### src/rtl/iprc_pkg.sv
// constants and types shared by the power, reset and programming control
package iprc_pkg;
	// ----------------------------------------------------------------
	// register addresses on the core's register bus
	// ----------------------------------------------------------------
	localparam logic [7:0] ADDR_POWER_CONTROL = 8'h87;
	localparam logic [7:0] ADDR_ISP_CONTROL = 8'hBF;
	localparam logic [7:0] ADDR_FLASH_ADDR_LOW = 8'hC4;
	localparam logic [7:0] ADDR_FLASH_ADDR_HIGH = 8'hC5;
	localparam logic [7:0] ADDR_FLASH_DATA = 8'hC6;
	localparam logic [7:0] ADDR_FLASH_COMMAND = 8'hC7;
	localparam logic [7:0] ADDR_NIBBLE_PORT = 8'hD8;
	localparam logic [7:0] ADDR_ISP_UNLOCK = 8'hF6;
	// ----------------------------------------------------------------
	// reset values
	// ----------------------------------------------------------------
	localparam logic [7:0] RST_POWER_CONTROL = 8'h30;
	localparam logic [7:0] RST_ZERO = 8'h00;
	localparam logic [3:0] RST_NIBBLE_PORT = 4'hF;
	localparam logic [7:0] RST_PORT = 8'hFF;
	localparam logic [7:0] RST_STACK_PTR = 8'h07;
	localparam logic [7:0] POWER_CONTROL_KEEP = 8'h10;
	// ----------------------------------------------------------------
	// bit positions
	// ----------------------------------------------------------------
	localparam int IDLE_REQUEST_BIT = 0;
	localparam int POWERDOWN_REQUEST_BIT = 1;
	localparam int PROGRAM_ENABLE = 0;
	localparam int BOOT_SELECT = 1;
	localparam int AUX_RAM_ENABLE = 4;
	localparam int SOFT_RESET_BIT = 7;
	localparam logic [7:0] ISP_CONTROL_WMASK = 8'h13;
	localparam logic [7:0] SOFT_RESET_PATTERN = 8'h83;
	localparam int BANK_SELECT = 6;
	localparam int FLASH_OUTPUT_ENABLE = 5;
	localparam int FLASH_CHIP_ENABLE = 4;
	localparam logic [7:0] FLASH_COMMAND_WMASK = 8'h7F;
	// ----------------------------------------------------------------
	// unlock values and flash operations
	// ----------------------------------------------------------------
	localparam logic [7:0] UNLOCK_FIRST = 8'h87;
	localparam logic [7:0] UNLOCK_SECOND = 8'h59;
	localparam logic [3:0] OP_ERASE = 4'h2;
	localparam logic [3:0] OP_PROGRAM = 4'h1;
	localparam logic [3:0] OP_READ = 4'h0;
	// ----------------------------------------------------------------
	// machine cycle timing in oscillator clocks
	// ----------------------------------------------------------------
	localparam int MCYC_CLKS = 12;
	localparam logic [3:0] MCYC_LAST = 4'hB;
	localparam logic [3:0] STATE5_PHASE2 = 4'h9;
	localparam logic [1:0] RST_SAMPLES = 2'h2;
	// ----------------------------------------------------------------
	// state encodings
	// ----------------------------------------------------------------
	typedef enum logic [1:0] {
		PWR_RUN = 2'b00,
		PWR_IDLE = 2'b01,
		PWR_DOWN = 2'b10
	} iprc_pwr_e;
	typedef enum logic [1:0] {
		LOCK_CLOSED = 2'b00,
		LOCK_HALF = 2'b01,
		LOCK_OPEN = 2'b10
	} iprc_lock_e;
endpackage : iprc_pkg

### src/rtl/iprc_top.sv
// power modes, reset filter, nibble port and in-system programming control
`timescale 1ns/100ps
module iprc_top (
	input wire logic core_clk,
	input wire logic sys_rst,
	input wire logic rst_pin,
	input wire logic [7:0] sfr_addr,
	input wire logic sfr_wr,
	input wire logic sfr_rd,
	input wire logic [7:0] sfr_wdata,
	input wire logic irq_any,
	input wire logic ext_irq_line_zero,
	input wire logic ext_irq_line_one,
	input wire logic interrupt_return_exec,
	input wire logic osc_gain_bit,
	input wire logic flash_done,
	input wire logic [7:0] flash_rdata,
	output logic [7:0] sfr_rdata,
	output logic cpu_clk_en,
	output logic periph_clk_en,
	output logic osc_run,
	output logic osc_half_gain,
	output logic core_rst,
	output logic [3:0] nibble_port_pins,
	output logic code_from_loader,
	output logic aux_ram_en,
	output logic pc_clear,
	output logic interrupt_return_to_zero,
	output logic flash_req,
	output logic flash_bank,
	output logic [3:0] flash_op,
	output logic [15:0] flash_addr,
	output logic [7:0] flash_wdata
);
	// ----------------------------------------------------------------
	// state of the block
	// ----------------------------------------------------------------
	typedef struct packed {
		logic pin_meta;
		logic pin_sync;
		logic [3:0] mcyc;
		logic [1:0] hi_cnt;
		logic core_rst;
		iprc_pkg::iprc_pwr_e pwr;
		iprc_pkg::iprc_lock_e lock;
		logic [7:0] power_control;
		logic [7:0] ispc;
		logic [7:0] addr_lo;
		logic [7:0] addr_hi;
		logic [7:0] fdata;
		logic [7:0] fcmd;
		logic [3:0] nport;
		logic cpu_en;
		logic periph_en;
		logic osc_on;
		logic half_gain;
		logic gain_taken;
		logic isp_mode;
		logic loader;
		logic pc_clear;
		logic interrupt_return_zero;
		logic flash_req;
		logic flash_busy;
		logic flash_is_read;
		logic [7:0] rdata;
	} iprc_state_s;

	localparam iprc_state_s ST_RST = '{
		pin_meta: 1'b0, pin_sync: 1'b0, mcyc: 4'h0, hi_cnt: 2'h0,
		core_rst: 1'b1, pwr: iprc_pkg::PWR_RUN,
		lock: iprc_pkg::LOCK_CLOSED,
		power_control: iprc_pkg::RST_POWER_CONTROL, ispc: iprc_pkg::RST_ZERO,
		addr_lo: iprc_pkg::RST_ZERO, addr_hi: iprc_pkg::RST_ZERO,
		fdata: iprc_pkg::RST_ZERO, fcmd: iprc_pkg::RST_ZERO,
		nport: iprc_pkg::RST_NIBBLE_PORT, cpu_en: 1'b1,
		periph_en: 1'b1, osc_on: 1'b1, half_gain: 1'b0,
		gain_taken: 1'b0, isp_mode: 1'b0, loader: 1'b0,
		pc_clear: 1'b0, interrupt_return_zero: 1'b0, flash_req: 1'b0,
		flash_busy: 1'b0, flash_is_read: 1'b0,
		rdata: iprc_pkg::RST_ZERO
	};

	iprc_state_s s;
	iprc_state_s n;
	logic wr_power_control;
	logic wr_ispc;
	logic wr_unlock;
	logic soft_hit;
	logic op_valid;
	logic pd_wake;

	// ----------------------------------------------------------------
	// decode of register writes and flash command
	// ----------------------------------------------------------------
	// writes to the power and control registers
	assign wr_power_control = sfr_wr && (sfr_addr == iprc_pkg::ADDR_POWER_CONTROL);
	assign wr_ispc = sfr_wr && (sfr_addr == iprc_pkg::ADDR_ISP_CONTROL);
	assign wr_unlock = sfr_wr && (sfr_addr == iprc_pkg::ADDR_ISP_UNLOCK);
	// soft reset only with boot select and program enable alongside
	assign soft_hit = wr_ispc && (s.lock == iprc_pkg::LOCK_OPEN) &&
		((sfr_wdata & iprc_pkg::SOFT_RESET_PATTERN) ==
		iprc_pkg::SOFT_RESET_PATTERN);
	// legal command: chip enable low, output enable matches operation
	assign op_valid = !s.fcmd[iprc_pkg::FLASH_CHIP_ENABLE] && (
		(((s.fcmd[3:0] == iprc_pkg::OP_ERASE) ||
		(s.fcmd[3:0] == iprc_pkg::OP_PROGRAM)) &&
		s.fcmd[iprc_pkg::FLASH_OUTPUT_ENABLE]) ||
		((s.fcmd[3:0] == iprc_pkg::OP_READ) &&
		!s.fcmd[iprc_pkg::FLASH_OUTPUT_ENABLE]));
	// level-triggered external lines, already gated by their enables
	assign pd_wake = ext_irq_line_zero || ext_irq_line_one;

	// ----------------------------------------------------------------
	// next state
	// ----------------------------------------------------------------
	// one pass computes every field of the next state
	always_comb begin
		n = s;
		n.pc_clear = 1'b0;
		n.flash_req = 1'b0;
		// reset pin synchroniser
		n.pin_meta = rst_pin;
		n.pin_sync = s.pin_meta;
		// machine cycle position
		if (s.mcyc == iprc_pkg::MCYC_LAST) begin
			n.mcyc = 4'h0;
		end else begin
			n.mcyc = s.mcyc + 4'h1;
		end
		// pin seen once per machine cycle, two highs in a row reset
		if (s.mcyc == iprc_pkg::STATE5_PHASE2) begin
			if (!s.pin_sync) begin
				n.hi_cnt = 2'h0;
			end else if (s.hi_cnt != iprc_pkg::RST_SAMPLES) begin
				n.hi_cnt = s.hi_cnt + 2'h1;
			end
		end
		n.core_rst = (s.hi_cnt == iprc_pkg::RST_SAMPLES) || soft_hit;
		// oscillator gain strap caught once after release
		if (!s.gain_taken) begin
			n.half_gain = !osc_gain_bit;
			n.gain_taken = 1'b1;
		end
		// unlock sequence
		if (wr_unlock) begin
			if (sfr_wdata == iprc_pkg::UNLOCK_FIRST) begin
				n.lock = iprc_pkg::LOCK_HALF;
			end else if (sfr_wdata == iprc_pkg::UNLOCK_SECOND &&
				s.lock != iprc_pkg::LOCK_CLOSED) begin
				n.lock = iprc_pkg::LOCK_OPEN;
			end else begin
				n.lock = iprc_pkg::LOCK_CLOSED;
			end
		end
		// control register only written while open
		if (wr_ispc && s.lock == iprc_pkg::LOCK_OPEN) begin
			n.ispc = sfr_wdata & iprc_pkg::ISP_CONTROL_WMASK;
		end
		// plain registers
		if (sfr_wr) begin
			case (sfr_addr)
				iprc_pkg::ADDR_FLASH_ADDR_LOW: n.addr_lo = sfr_wdata;
				iprc_pkg::ADDR_FLASH_ADDR_HIGH: n.addr_hi = sfr_wdata;
				iprc_pkg::ADDR_FLASH_DATA: n.fdata = sfr_wdata;
				iprc_pkg::ADDR_FLASH_COMMAND: begin
					n.fcmd = sfr_wdata & iprc_pkg::FLASH_COMMAND_WMASK;
				end
				iprc_pkg::ADDR_NIBBLE_PORT: n.nport = sfr_wdata[3:0];
				iprc_pkg::ADDR_POWER_CONTROL: n.power_control = sfr_wdata;
				default: n.nport = n.nport;
			endcase
		end
		// read data
		if (sfr_rd) begin
			case (sfr_addr)
				iprc_pkg::ADDR_POWER_CONTROL: n.rdata = s.power_control;
				iprc_pkg::ADDR_ISP_CONTROL: begin
					n.rdata = s.ispc;
					n.rdata[iprc_pkg::SOFT_RESET_BIT] = s.loader;
				end
				iprc_pkg::ADDR_FLASH_ADDR_LOW: n.rdata = s.addr_lo;
				iprc_pkg::ADDR_FLASH_ADDR_HIGH: n.rdata = s.addr_hi;
				iprc_pkg::ADDR_FLASH_DATA: n.rdata = s.fdata;
				iprc_pkg::ADDR_FLASH_COMMAND: n.rdata = s.fcmd;
				iprc_pkg::ADDR_NIBBLE_PORT: n.rdata = {4'h0, s.nport};
				iprc_pkg::ADDR_ISP_UNLOCK: begin
					n.rdata = {6'h00, s.lock};
				end
				default: n.rdata = iprc_pkg::RST_ZERO;
			endcase
		end
		// flash operation in progress
		if (s.flash_busy && flash_done) begin
			n.flash_busy = 1'b0;
			if (s.flash_is_read) begin
				n.fdata = flash_rdata;
			end
		end
		// interrupt-return redirection ends at the first return
		if (s.interrupt_return_zero && interrupt_return_exec) begin
			n.interrupt_return_zero = 1'b0;
		end
		// power mode machine
		case (s.pwr)
			iprc_pkg::PWR_RUN: begin
				if (wr_power_control && sfr_wdata[iprc_pkg::POWERDOWN_REQUEST_BIT]) begin
					n.pwr = iprc_pkg::PWR_DOWN;
					n.cpu_en = 1'b0;
					n.periph_en = 1'b0;
					n.osc_on = 1'b0;
				end else if (wr_power_control &&
					sfr_wdata[iprc_pkg::IDLE_REQUEST_BIT]) begin
					n.pwr = iprc_pkg::PWR_IDLE;
					n.cpu_en = 1'b0;
					// launch an operation on entering idle in isp mode
					if (s.isp_mode && op_valid && !s.flash_busy) begin
						n.flash_req = 1'b1;
						n.flash_busy = 1'b1;
						n.flash_is_read = (s.fcmd[3:0] == iprc_pkg::OP_READ);
					end
				end
			end
			iprc_pkg::PWR_IDLE: begin
				if (irq_any) begin
					n.pwr = iprc_pkg::PWR_RUN;
					n.cpu_en = 1'b1;
					n.power_control[iprc_pkg::IDLE_REQUEST_BIT] = 1'b0;
					// first wake with program enable moves to the loader
					if (s.ispc[iprc_pkg::PROGRAM_ENABLE] && !s.isp_mode) begin
						n.isp_mode = 1'b1;
						n.loader = 1'b1;
						n.pc_clear = 1'b1;
						n.interrupt_return_zero = 1'b1;
					end
				end
			end
			iprc_pkg::PWR_DOWN: begin
				if (pd_wake) begin
					n.pwr = iprc_pkg::PWR_RUN;
					n.cpu_en = 1'b1;
					n.periph_en = 1'b1;
					n.osc_on = 1'b1;
					n.power_control[iprc_pkg::POWERDOWN_REQUEST_BIT] = 1'b0;
				end
			end
			default: n.pwr = iprc_pkg::PWR_RUN;
		endcase
		// hardware or soft reset returns mode, lock, control, flash and port state to defaults; power control keeps bit 4 and clears the rest
		if (s.core_rst) begin
			n.pwr = iprc_pkg::PWR_RUN;
			n.cpu_en = 1'b1;
			n.periph_en = 1'b1;
			n.osc_on = 1'b1;
			n.lock = iprc_pkg::LOCK_CLOSED;
			// the power-on value stands through the extra reset cycle
			if (s.gain_taken) begin
				n.power_control = (s.power_control & iprc_pkg::POWER_CONTROL_KEEP) |
					iprc_pkg::RST_ZERO;
			end
			n.ispc = iprc_pkg::RST_ZERO;
			n.addr_lo = iprc_pkg::RST_ZERO;
			n.addr_hi = iprc_pkg::RST_ZERO;
			n.fdata = iprc_pkg::RST_ZERO;
			n.fcmd = iprc_pkg::RST_ZERO;
			n.nport = iprc_pkg::RST_NIBBLE_PORT;
			n.isp_mode = 1'b0;
			n.loader = 1'b0;
			n.pc_clear = 1'b0;
			n.interrupt_return_zero = 1'b0;
			n.flash_req = 1'b0;
			n.flash_busy = 1'b0;
			n.flash_is_read = 1'b0;
		end
	end

	// ----------------------------------------------------------------
	// state register
	// ----------------------------------------------------------------
	// synchronous reset to the constant state
	always_ff @(posedge core_clk) begin
		if (sys_rst) begin
			s <= ST_RST;
		end else begin
			s <= n;
		end
	end

	// ----------------------------------------------------------------
	// outputs, each a slice of the state register
	// ----------------------------------------------------------------
	assign sfr_rdata = s.rdata;
	assign cpu_clk_en = s.cpu_en;
	assign periph_clk_en = s.periph_en;
	assign osc_run = s.osc_on;
	assign osc_half_gain = s.half_gain;
	assign core_rst = s.core_rst;
	assign nibble_port_pins = s.nport;
	assign code_from_loader = s.loader;
	assign aux_ram_en = s.ispc[iprc_pkg::AUX_RAM_ENABLE];
	assign pc_clear = s.pc_clear;
	assign interrupt_return_to_zero = s.interrupt_return_zero;
	assign flash_req = s.flash_req;
	assign flash_bank = s.fcmd[iprc_pkg::BANK_SELECT];
	assign flash_op = s.fcmd[3:0];
	assign flash_addr = {s.addr_hi, s.addr_lo};
	assign flash_wdata = s.fdata;

	// ----------------------------------------------------------------
	// checks
	// ----------------------------------------------------------------
	property p_idle_stop;
		@(posedge core_clk) disable iff (sys_rst)
		(s.pwr == iprc_pkg::PWR_RUN && !s.core_rst && wr_power_control &&
		sfr_wdata == 8'h01) |=> (!cpu_clk_en && periph_clk_en);
	endproperty
	a_idle_stop: assert property (p_idle_stop)
		else $error("idle did not stop only the processor clock");

	property p_idle_wake;
		@(posedge core_clk) disable iff (sys_rst)
		(s.pwr == iprc_pkg::PWR_IDLE && irq_any) |=> cpu_clk_en;
	endproperty
	a_idle_wake: assert property (p_idle_wake)
		else $error("interrupt did not end idle");

	property p_pd_stop;
		@(posedge core_clk) disable iff (sys_rst)
		(s.pwr == iprc_pkg::PWR_RUN && !s.core_rst && wr_power_control &&
		sfr_wdata[iprc_pkg::POWERDOWN_REQUEST_BIT])
		|=> (!osc_run && !periph_clk_en && !cpu_clk_en);
	endproperty
	a_pd_stop: assert property (p_pd_stop)
		else $error("power-down left a clock running");

	property p_pd_hold;
		@(posedge core_clk) disable iff (sys_rst)
		(s.pwr == iprc_pkg::PWR_DOWN && !pd_wake && !s.core_rst)
		|=> !osc_run;
	endproperty
	a_pd_hold: assert property (p_pd_hold)
		else $error("power-down ended without a wake source");

	property p_rst_filter;
		@(posedge core_clk) disable iff (sys_rst)
		(s.hi_cnt != iprc_pkg::RST_SAMPLES && !soft_hit) |=> !core_rst;
	endproperty
	a_rst_filter: assert property (p_rst_filter)
		else $error("reset taken without two high samples");

	property p_rst_values;
		@(posedge core_clk) disable iff (sys_rst)
		core_rst |=> (nibble_port_pins == 4'hF &&
		s.lock == iprc_pkg::LOCK_CLOSED && s.ispc == 8'h00);
	endproperty
	a_rst_values: assert property (p_rst_values)
		else $error("reset values not loaded");

	property p_unlock;
		@(posedge core_clk) disable iff (sys_rst)
		(wr_unlock && sfr_wdata == 8'h87 && !s.core_rst) ##1
		(wr_unlock && sfr_wdata == 8'h59 && !s.core_rst)
		|=> (s.lock == iprc_pkg::LOCK_OPEN);
	endproperty
	a_unlock: assert property (p_unlock)
		else $error("unlock sequence did not open");

	property p_relock;
		@(posedge core_clk) disable iff (sys_rst)
		(wr_unlock && sfr_wdata != 8'h87 && sfr_wdata != 8'h59)
		|=> (s.lock == iprc_pkg::LOCK_CLOSED);
	endproperty
	a_relock: assert property (p_relock)
		else $error("bad unlock value did not relock");

	property p_locked_write;
		@(posedge core_clk) disable iff (sys_rst)
		(wr_ispc && s.lock != iprc_pkg::LOCK_OPEN && !s.core_rst)
		|=> $stable(s.ispc);
	endproperty
	a_locked_write: assert property (p_locked_write)
		else $error("locked control register changed");

	property p_soft_reset;
		@(posedge core_clk) disable iff (sys_rst)
		(wr_ispc && s.lock == iprc_pkg::LOCK_OPEN &&
		sfr_wdata[7] && sfr_wdata[1] && sfr_wdata[0]) |=> core_rst;
	endproperty
	a_soft_reset: assert property (p_soft_reset)
		else $error("soft reset not raised");

	property p_flash_idle;
		@(posedge core_clk) disable iff (sys_rst)
		flash_req |-> (s.pwr == iprc_pkg::PWR_IDLE && !cpu_clk_en);
	endproperty
	a_flash_idle: assert property (p_flash_idle)
		else $error("flash operation outside idle");

	property p_unlock_gap;
		@(posedge core_clk) disable iff (sys_rst)
		(wr_unlock && sfr_wdata == iprc_pkg::UNLOCK_FIRST && !s.core_rst)
		##1 (!wr_unlock && !s.core_rst) ##1
		(wr_unlock && sfr_wdata == iprc_pkg::UNLOCK_SECOND && !s.core_rst)
		|=> (s.lock == iprc_pkg::LOCK_OPEN);
	endproperty
	a_unlock_gap: assert property (p_unlock_gap)
		else $error("spaced unlock sequence did not open");

	property p_rst_low_sample;
		@(posedge core_clk) disable iff (sys_rst)
		(s.mcyc == iprc_pkg::STATE5_PHASE2 && !s.pin_sync) ##1 !soft_hit
		|=> !core_rst;
	endproperty
	a_rst_low_sample: assert property (p_rst_low_sample)
		else $error("reset held after a low pin sample");
endmodule : iprc_top

### config.mk
export PLATFORM = sky130hd
export DESIGN_NAME = iprc_top
export DESIGN_NICKNAME = d
export VERILOG_FILES = /design/src/rtl/iprc_pkg.sv /design/src/rtl/iprc_top.sv
export SDC_FILE = /design/constraint.sdc
export NUM_CORES = 1
export LEC_CHECK = 0
export BUFFER_PORTS_ARGS = -buffer_cell sky130_fd_sc_hd__buf_2
export CAP_MARGIN = 20
export CORE_MARGIN = 4
export CORE_UTILIZATION = 30
export CTS_BUF_LIST = sky130_fd_sc_hd__clkbuf_4
export DETAILED_ROUTE_END_ITERATION = 10
export GPL_TIMING_DRIVEN = 0
export PLACE_DENSITY = 0.56
export SETUP_SLACK_MARGIN = 0.05
export SYNTH_ARGS = -nofsm -noshare
export SYNTH_HDL_FRONTEND = slang
export SYNTH_SLANG_ARGS = --single-unit
### constraint.sdc
create_clock -name core_clk -period 3.7 [get_ports core_clk]
set_input_delay 1.11 -clock core_clk [delete_from_list [all_inputs] [get_ports core_clk]]
set_output_delay 1.11 -clock core_clk [all_outputs]
set_load 0.005 [all_outputs]
==> impl_metrics.ini, run 1 <==
[outcome]
status = completed

[critical_path]
path_buf_inv = 2
worstSetupPathType = in -> reg
crit_fanout = 10
cp_data_required_time_ns = 4.03
slowest_stage = nor3_4
worst_r2r_startpoint = s[75]
reg2reg_slack_ns = 1.76
crit_arrival_ns = 2.67
path_cells = buf_2 -> nor3_4 -> nand4_2 -> clkbuf_1 -> o31ai_1 -> o211ai_1
startpoint_type = primary input
slowest_delay_ns = 0.37
r2r-end = s[8]
r2r_cells = 6
path_delay_family = simple AND/OR/NAND/NOR gates
critical_path.endpoint_type = flip-flop

[timing]
drv_slew = 0
tightest_slew_ns = 0.604
period_share_pct = 63.1
fin_hold_ws_ns = 0.452
setup_violations = 0
relSlewSlack_pct = 59.7
finalCriticalPeriod_ns = 2.34
clock_skew_ns = 0.0158
max_freq_mhz = 428
finalHoldViolCount = 0
final.setup.tns_ns = 0
grt_setup_unrepaired = false

[clocking]
clk_latency_ns = 0.46
cts_root_buffer = clkbuf_4
path_clk_slew_ns = 0.12
cts_hold_buf = 0
cts-resized-gates = 0
clk_path_buf_depth = 2
clock-sinks = 77
numCtsBuffers = 9
cts_setup_buffers = 0
cts_tree = done
h-tree-depth = 3

[route]
top_layer_used = met4
drt-total-wl_um = 11600
avgRoutedWirePerCell_um = 17.0
post-route-drc-count = 0
dr.pass1.iters = 5
vias = 3391
postRouteAntennaNets = 0
dr_wl_met2_um = 5360
via_per_inst = 4.96
wl_met1_um = 5100
routed-wl-met3_um = 786
first_iter_violations = 216

[floorplan]
ios = 86
core_sq_um = 12600
start_util_pct = 30.7
die_area_sq_um = 14800
fp.dieW_um = 122
rows = 41
die_y_um = 122

[finish]
fin_nets = 547
drive_gt1_share_pct = 31.5
synthToLayoutAreaGrowth_pct = 19.2

[logic_synthesis]
synth_top_area_share_pct = 39.8
yosysMostFrequentCell = dfxtp_1
yosysTopAreaCell = dfxtp_1
synth-seq-area-share_pct = 39.8
synth_cell_types = 57
synth_area_leaders = dfxtp_1, mux2i_1, buf_4, nor2_1, mux4_2
syn_inst = 412
syn_area_per_cell_sq_um = 9.40
synthFlopType = dfxtp_1
synth_edf_count = 0
synthTopCellsByCount = dfxtp_1, buf_4, nor2_1
yosysWarnings = 0
ys_ff_latch = 77
synth_area_sq_um = 3870
synth_nets = 453
ys_async_sr_fraction_pct = 0

[placement]
portBuffers = 83
gp_congestion = 0.869
dp_hpwl_um = 8730

[run]
cap_violations = 0

[pwr]
p_leak_uw = 0.00222
p_per_area_nw_per_um2 = 305
max-vdd-ir-drop_mv = 0.107

[grt]
gr-total-overflow = 0
grt_pass1_wl_um = 18200
grt_max_degree = 13
antenna_found_initial = 1
grt_pass1_vias = 3413
gr-usage-all-layers_pct = 16.1

[min_path]
min-delay-start = n[83]
worstHoldPathType = reg -> reg
hold_path_depth = 1
worst_hold_path.endpoint = s[83]
[cell families after synthesis]
family	count (synthesis)	synth area share, %
compound gates	83	14.5
xor+xnor	2	0.453
fa+ha+maj	6	1.94
buf+inv	72	11.2
flops	77	39.8
mux	45	14.0
simple gates	127	18.1
[layer usage]
metal / GRT usage [%] / vias up
met4: 7.35 / 0
met5: 0 / -
met2: 25.6 / 100
met3: 4.18 / 24
met1: 20.7 / 1620
li1: - / 1647
[flip-flops by register name (all words and copies together), names as in the netlist]
name	count
aux_ram_en	1
code_from_loader	1
core_rst	1
cpu_clk_en	1
flash_addr	16
flash_bank	1
flash_op	4
flash_req	1
flash_wdata	8
interrupt_return_to_zero	1
n	1
nibble_port_pins	4
osc_half_gain	1
pc_clear	1
periph_clk_en	1
s	26
sfr_rdata	8
[where the power goes]
group | total, uW | internal, uW | switching, uW
Sequential | 842 | 837 | 5.51
Combinational | 111 | 39.1 | 72.0
Clock | 452 | 148 | 305
[worst register-to-register path: cells and delay by family (launching register included)]
kind            cells  cell delay, ns
fa+ha+maj           1            0.23
flops               1            0.34
simple gates        3            1.06
buf+inv             1            0.11
compound gates      1            0.16
[layout make-up]
class,count,area [sq um]
inverters,11,41.3
diodes,1,2.50
flip-flops and latches,77,1540
plain buffers,61,390
repair buffers,83,415
fillers,1349,8010
well taps,172,215
multi-input cells,263,1900
clock buffers,11,82.6
clock inverters,5,27.5
[placed cells by master (no fill, tap or decap), types with 3 or more instances in the layout]
master / instances
a22oi_1: 3
nand3_1: 10
dfxtp_1: 77
mux2i_1: 38
a311oi_1: 3
buf_2: 86
o211ai_1: 3
a21oi_1: 26
buf_1: 3
o21ai_0: 16
nor2b_1: 7
inv_1: 11
nand2_1: 23
ha_1: 6
and3_1: 9
buf_4: 42
a22o_1: 10
clkbuf_4: 11
nand2b_1: 3
and2_1: 6
clkbuf_1: 13
nand4_2: 5
or4_1: 3
nor3_1: 3
nand4_1: 3
mux4_2: 6
nor2_1: 39
[how the worst max path moves through the flow]
stage,start,endpoint,slack [ns],depth (start not counted)
2_1_floorplan,sfr_wdata[1],s[8],1.32,4
3_3_place_gp,sfr_addr[1],flash_wdata[4],0.93,6
3_5_place_dp,sfr_addr[3],s[8],0.92,6
4_1_cts,flash_op[3],flash_op[3],1.37,2
5_1_grt,sfr_addr[3],s[68],1.25,6
6_report,sfr_addr[3],periph_clk_en,1.36,6
[stage by stage]
step,worst slack (ns),std cells,instance area [sq um],total power (uW),util (%)
after floorplan,1.32,412,3870,916,-
after global placement,0.932,667,4500,969,35.7
after detailed placement,0.920,667,4500,972,35.7
after CTS,1.37,683,4610,1420,36.5
after global routing,1.25,684,4610,1460,36.6
final,1.36,684,4610,1410,36.6
Power figures use the tool's default switching activity.
==> run 2, diff against run 1 <==
--- a/config.mk
+++ b/config.mk
@@ -12,7 +12,7 @@
 export CTS_BUF_LIST = sky130_fd_sc_hd__clkbuf_4
 export DETAILED_ROUTE_END_ITERATION = 10
 export GPL_TIMING_DRIVEN = 0
-export PLACE_DENSITY = 0.56
+export PLACE_DENSITY = 0.58
 export SETUP_SLACK_MARGIN = 0.05
 export SYNTH_ARGS = -nofsm -noshare
 export SYNTH_HDL_FRONTEND = slang
==> constraint.sdc (replaced) <==
create_clock -name core_clk -period 1.95 [get_ports core_clk]
set_input_delay 0.585 -clock core_clk [delete_from_list [all_inputs] [get_ports core_clk]]
set_output_delay 0.585 -clock core_clk [all_outputs]
set_load 0.005 [all_outputs]
==> run 2 against run 1 <==
Against the previous run:
- final cell count shrank 0.15%
- die area is the same
- via count shrank 1.1%
- critical endpoint is now s[8]
- sequential cell count is the same
- first-iteration DRC count grew 1.4%
- clock power grew to 2.5 times the previous value
==> impl_metrics.ini, run 2 (synthesized netlist as in run 1, its figures left out) <==
[outcome]
status = completed

[floorplan]
start_util_pct = 30.7
die_area_sq_um = 14800
fp.dieW_um = 122
rows = 41
core_sq_um = 12600
ios = 86
die_y_um = 122

[placement]
portBuffers = 83
pre_cts_ws_ns = -0.317
gp_congestion = 0.801
dp_hpwl_um = 8630
dp_cells = 667

[route]
drt-total-wl_um = 11400
postRouteAntennaNets = 0
post-route-drc-count = 0
vias = 3355
dr.pass1.iters = 6
avgRoutedWirePerCell_um = 16.7
first_iter_violations = 219
via_per_inst = 4.91

[pwr]
p_per_area_nw_per_um2 = 629
max-vdd-ir-drop_mv = 0.247
p_leak_uw = 0.00225

[timing]
period_share_pct = 94.1
finalCriticalPeriod_ns = 1.84
grt_setup_unrepaired = true
tightest_slew_ns = 0.556
max_freq_mhz = 545
relSlewSlack_pct = 62.8
clock_skew_ns = 0.0234
setup_ws_ns = 0.114
drv_slew = 0
setup_violations = 0
finalHoldViolCount = 0

[grt]
gr-total-overflow = 0
grt_pass1_vias = 3307
grt_pass1_wl_um = 17700
antenna_found_initial = 0
gr-usage-all-layers_pct = 15.7
grt_max_degree = 14

[clocking]
path_clk_slew_ns = 0.14
cts_setup_buffers = 0
h-tree-depth = 3
clock-sinks = 77
numCtsBuffers = 9
cts-resized-gates = 0
cts_root_buffer = clkbuf_4
cts_tree = done
clk_path_buf_depth = 2
clk_latency_ns = 0.45
cts_hold_buf = 0

[critical_path]
crit_fanout = 4
crit_arrival_ns = 2.23
cp_data_required_time_ns = 2.34
worstSetupPathType = reg -> reg
critical_path.endpoint_type = flip-flop
startpoint_type = flip-flop

[finish]
fin_nets = 547
fin_cells = 683
synthToLayoutAreaGrowth_pct = 21.0
drive_gt1_share_pct = 32.7
largest_register_ffs = 26
final_common_cell = buf_2
antennaDiodeCount = 0
most-common-layout-cells = buf_2, dfxtp_1, buf_4
max_flop_register = s

[min_path]
worstHoldPathType = in -> reg

[run]
cap_violations = 0
-- run 2: cell types whose count changed in the layout (fill, tap and decap cells not counted), sizes merged --
cell    delta
bufinv     +2
clkinv     -3
diode      -1
inv        +1
-- run 2: metal layers --
metal / GRT usage (%) / up-vias / wire (um)
met4: 4.62 / 0 / 169
met3: 3.85 / 15 / 681
met5: 0 / - / 0
met1: 20.9 / 1577 / 5270
li1: - / 1652 / -
met2: 25.3 / 111 / 5260
-- run 2: cell type report --
class                   count  area, sq um
plain buffers              61          392
clock buffers              11         82.6
clock inverters             5         83.8
fillers                  1338         7930
inverters                  11         41.3
multi-input cells         263         1910
flip-flops and latches     77         1540
well taps                 172          215
repair buffers             83          415
-- run 2: worst max-delay path, cell delays in order (launching register included) --
cell       delay, ns
dfxtp_1         0.35
inv_1           0.13
ha_4            0.16
nand4bb_1       0.10
or4_4           0.43
or4_1           0.47
a21oi_1         0.14
-- run 2: through the flow --
| stage | total power, uW | utilization (%) | instance area, sq um | hold slack, ns | TNS [ns] |
|---|---|---|---|---|---|
| after floorplan | 1740 | - | 3870 | 0.414 | 0 |
| after global placement | 1840 | 35.7 | 4500 | 0.422 | -8.11 |
| after detailed placement | 1840 | 35.7 | 4500 | 0.443 | -9.40 |
| after CTS | 2970 | 37.0 | 4670 | 0.342 | 0 |
| after global routing | 3070 | 37.1 | 4690 | 0.349 | 0 |
| final | 2950 | 37.1 | 4690 | 0.365 | 0 |
-- run 2: where the power goes --
| group | total, uW | internal, uW | switching, uW |
|---|---|---|---|
| Clock | 1140 | 553 | 587 |
| Sequential | 1600 | 1590 | 10.8 |
| Combinational | 210 | 74.1 | 136 |
| Total | 2950 | 2210 | 734 |
-- run 2: worst paths after layout --
check	to	from	depth (start not counted)	slack (ns)
setup / recovery	s[8]	s[75]	6	0.11
hold / removal	s[64]	irq_any	2	0.37
setup reg to reg	s[8]	s[75]	6	0.11
hold reg to reg	s[67]	s[67]	2	0.47
==> run 3, diff against run 2 <==
--- a/config.mk
+++ b/config.mk
@@ -12,7 +12,7 @@
 export CTS_BUF_LIST = sky130_fd_sc_hd__clkbuf_4
 export DETAILED_ROUTE_END_ITERATION = 10
 export GPL_TIMING_DRIVEN = 0
-export PLACE_DENSITY = 0.58
+export PLACE_DENSITY = 0.54
 export SETUP_SLACK_MARGIN = 0.05
 export SYNTH_ARGS = -nofsm -noshare
 export SYNTH_HDL_FRONTEND = slang
==> run 3 against run 2 <==
Against the previous run:
- sequential cell count unchanged
- cell area down 0.80%
- non-clock buffer count unchanged
- clock skew down 0.00063 ns
- register-to-register slack better by 0.04 ns
- clock-buffer cell count down 1
- final cell count up 0.15%
- sequential power about the same
- sequential share of layout area up 0.29 points
- fmax up 2.1%
- critical endpoint unchanged
==> impl_metrics.ini, run 3 (synthesized netlist as in run 1, its figures left out) <==
[route]
first_iter_violations = 191
drt-total-wl_um = 11300
post-route-drc-count = 0
dr.pass1.iters = 5
vias = 3383
via_per_inst = 4.95
postRouteAntennaNets = 0
avgRoutedWirePerCell_um = 16.6

[finish]
max_flop_register = s
final_common_cell = buf_2
largest_register_ffs = 26
nFillCells = 1364
synthToLayoutAreaGrowth_pct = 20.1
fin_nets = 547
fin_cells = 684
most-common-layout-cells = buf_2, dfxtp_1, buf_4
drive_gt1_share_pct = 32.1

[run]
cap_violations = 0

[critical_path]
worstSetupStartpoint = s[75]
crit_fanout = 4
cp_data_required_time_ns = 2.33
worst_r2r_startpoint = s[75]
worstSetupPathType = reg -> reg
crit_arrival_ns = 2.18
critical_path.endpoint_type = flip-flop
startpoint_type = flip-flop

[clocking]
clock-sinks = 77
clk_latency_ns = 0.44
path_clk_slew_ns = 0.13
h-tree-depth = 3
cts_tree = done
clk_path_buf_depth = 2
cts_root_buffer = clkbuf_4
numCtsBuffers = 9

[floorplan]
core_sq_um = 12600
die_y_um = 122
ios = 86
start_util_pct = 30.7
die_area_sq_um = 14800
fp.dieW_um = 122
rows = 41

[grt]
grt_pass1_wl_um = 17800
grt_max_degree = 13
antenna_found_initial = 1
gr-total-overflow = 0
grt_pass1_vias = 3256
gr-usage-all-layers_pct = 15.8

[pwr]
p_clk_share_pct = 34.7
p_int_uw = 2050
pwr-share-seq_pct = 57.7
p_comb_share_pct = 7.6
switching_power_uw = 717
swShare_pct = 25.9
p_per_area_nw_per_um2 = 596
max-vdd-ir-drop_mv = 0.216
p_leak_uw = 0.00223

[timing]
max_freq_mhz = 556
finalCriticalPeriod_ns = 1.80
grt_setup_unrepaired = true
fin_hold_ws_ns = 0.360
final.setup.tns_ns = 0
drv_slew = 0
period_share_pct = 92.2
setup_violations = 0
tightest_slew_ns = 0.582
relSlewSlack_pct = 61.2
finalHoldViolCount = 0
clock_skew_ns = 0.0227

[outcome]
status = completed

[min_path]
min-delay-start = rst_pin
worstHoldPathType = in -> reg

[placement]
portBuffers = 83
dp_cells = 667
dp_hpwl_um = 8580
gp_congestion = 0.844
run 3: repair_timing:
action | CTS | global route
hold buffers | 0 | 0
resized for setup | 1 | 6
gates cloned | 0 | 0
buffers inserted | 0 | 0
endpoints found under the setup margin | 1 | 3
pin swaps | 0 | 0
run 3: worst max-delay path, stage by stage (launching register included):
cell       delay (ns)
dfxtp_2          0.35
inv_2            0.08
ha_4             0.15
nand4bb_1        0.09
or4_4            0.43
or4_1            0.48
a21oi_1          0.15
run 3: area by class of cell:
| cell class | count | area, sq um | area share, % |
|---|---|---|---|
| tap | 172 | 215 | 4.63 |
| multi-input combinational | 263 | 1910 | 41.1 |
| sequential | 77 | 1540 | 33.2 |
| timing repair buffer | 83 | 415 | 8.94 |
| inverter | 11 | 41.3 | 0.888 |
| antenna | 1 | 2.50 | 0.0538 |
| buffer | 61 | 392 | 8.43 |
| clock buffer | 10 | 75.1 | 1.62 |
| clock inverter | 6 | 53.8 | 1.16 |
run 3: final timing paths:
path	to	slack, ns	depth (start not counted)
max	s[8]	0.15	6
max reg2reg	s[8]	0.15	6
min reg2reg	s[83]	0.45	1
min	n[83]	0.36	2
run 3: through the flow:
step	total power [uW]	utilization, %	area, sq um	setup slack [ns]
floorplan	1740	-	3870	0.0993
global placement	1840	35.7	4500	-0.308
detailed placement	1840	35.7	4500	-0.332
CTS	2810	36.7	4630	0.0577
global route	2900	36.8	4650	0.0215
finish	2770	36.8	4650	0.152
run 3: metal layers:
| layer | GRT usage [%] | vias to the layer above | wire length, um | part of all wire (%) |
|---|---|---|---|---|
| li1 | - | 1649 | - | - |
| met1 | 21.9 | 1616 | 5370 | 47 |
| met2 | 24.6 | 114 | 5150 | 45 |
| met3 | 3.53 | 4 | 735 | 6.5 |
| met4 | 4.83 | 0 | 90 | 0.79 |
| met5 | 0 | - | 0 | 0 |
run 3: power by group through the flow:
stage	registers, uW	clock network [uW]	logic (uW)
after floorplan	1630	0	107
after global placement	1630	0	208
after detailed placement	1630	0	212
after CTS	1600	1000	212
after global routing	1600	1060	233
final	1600	962	211
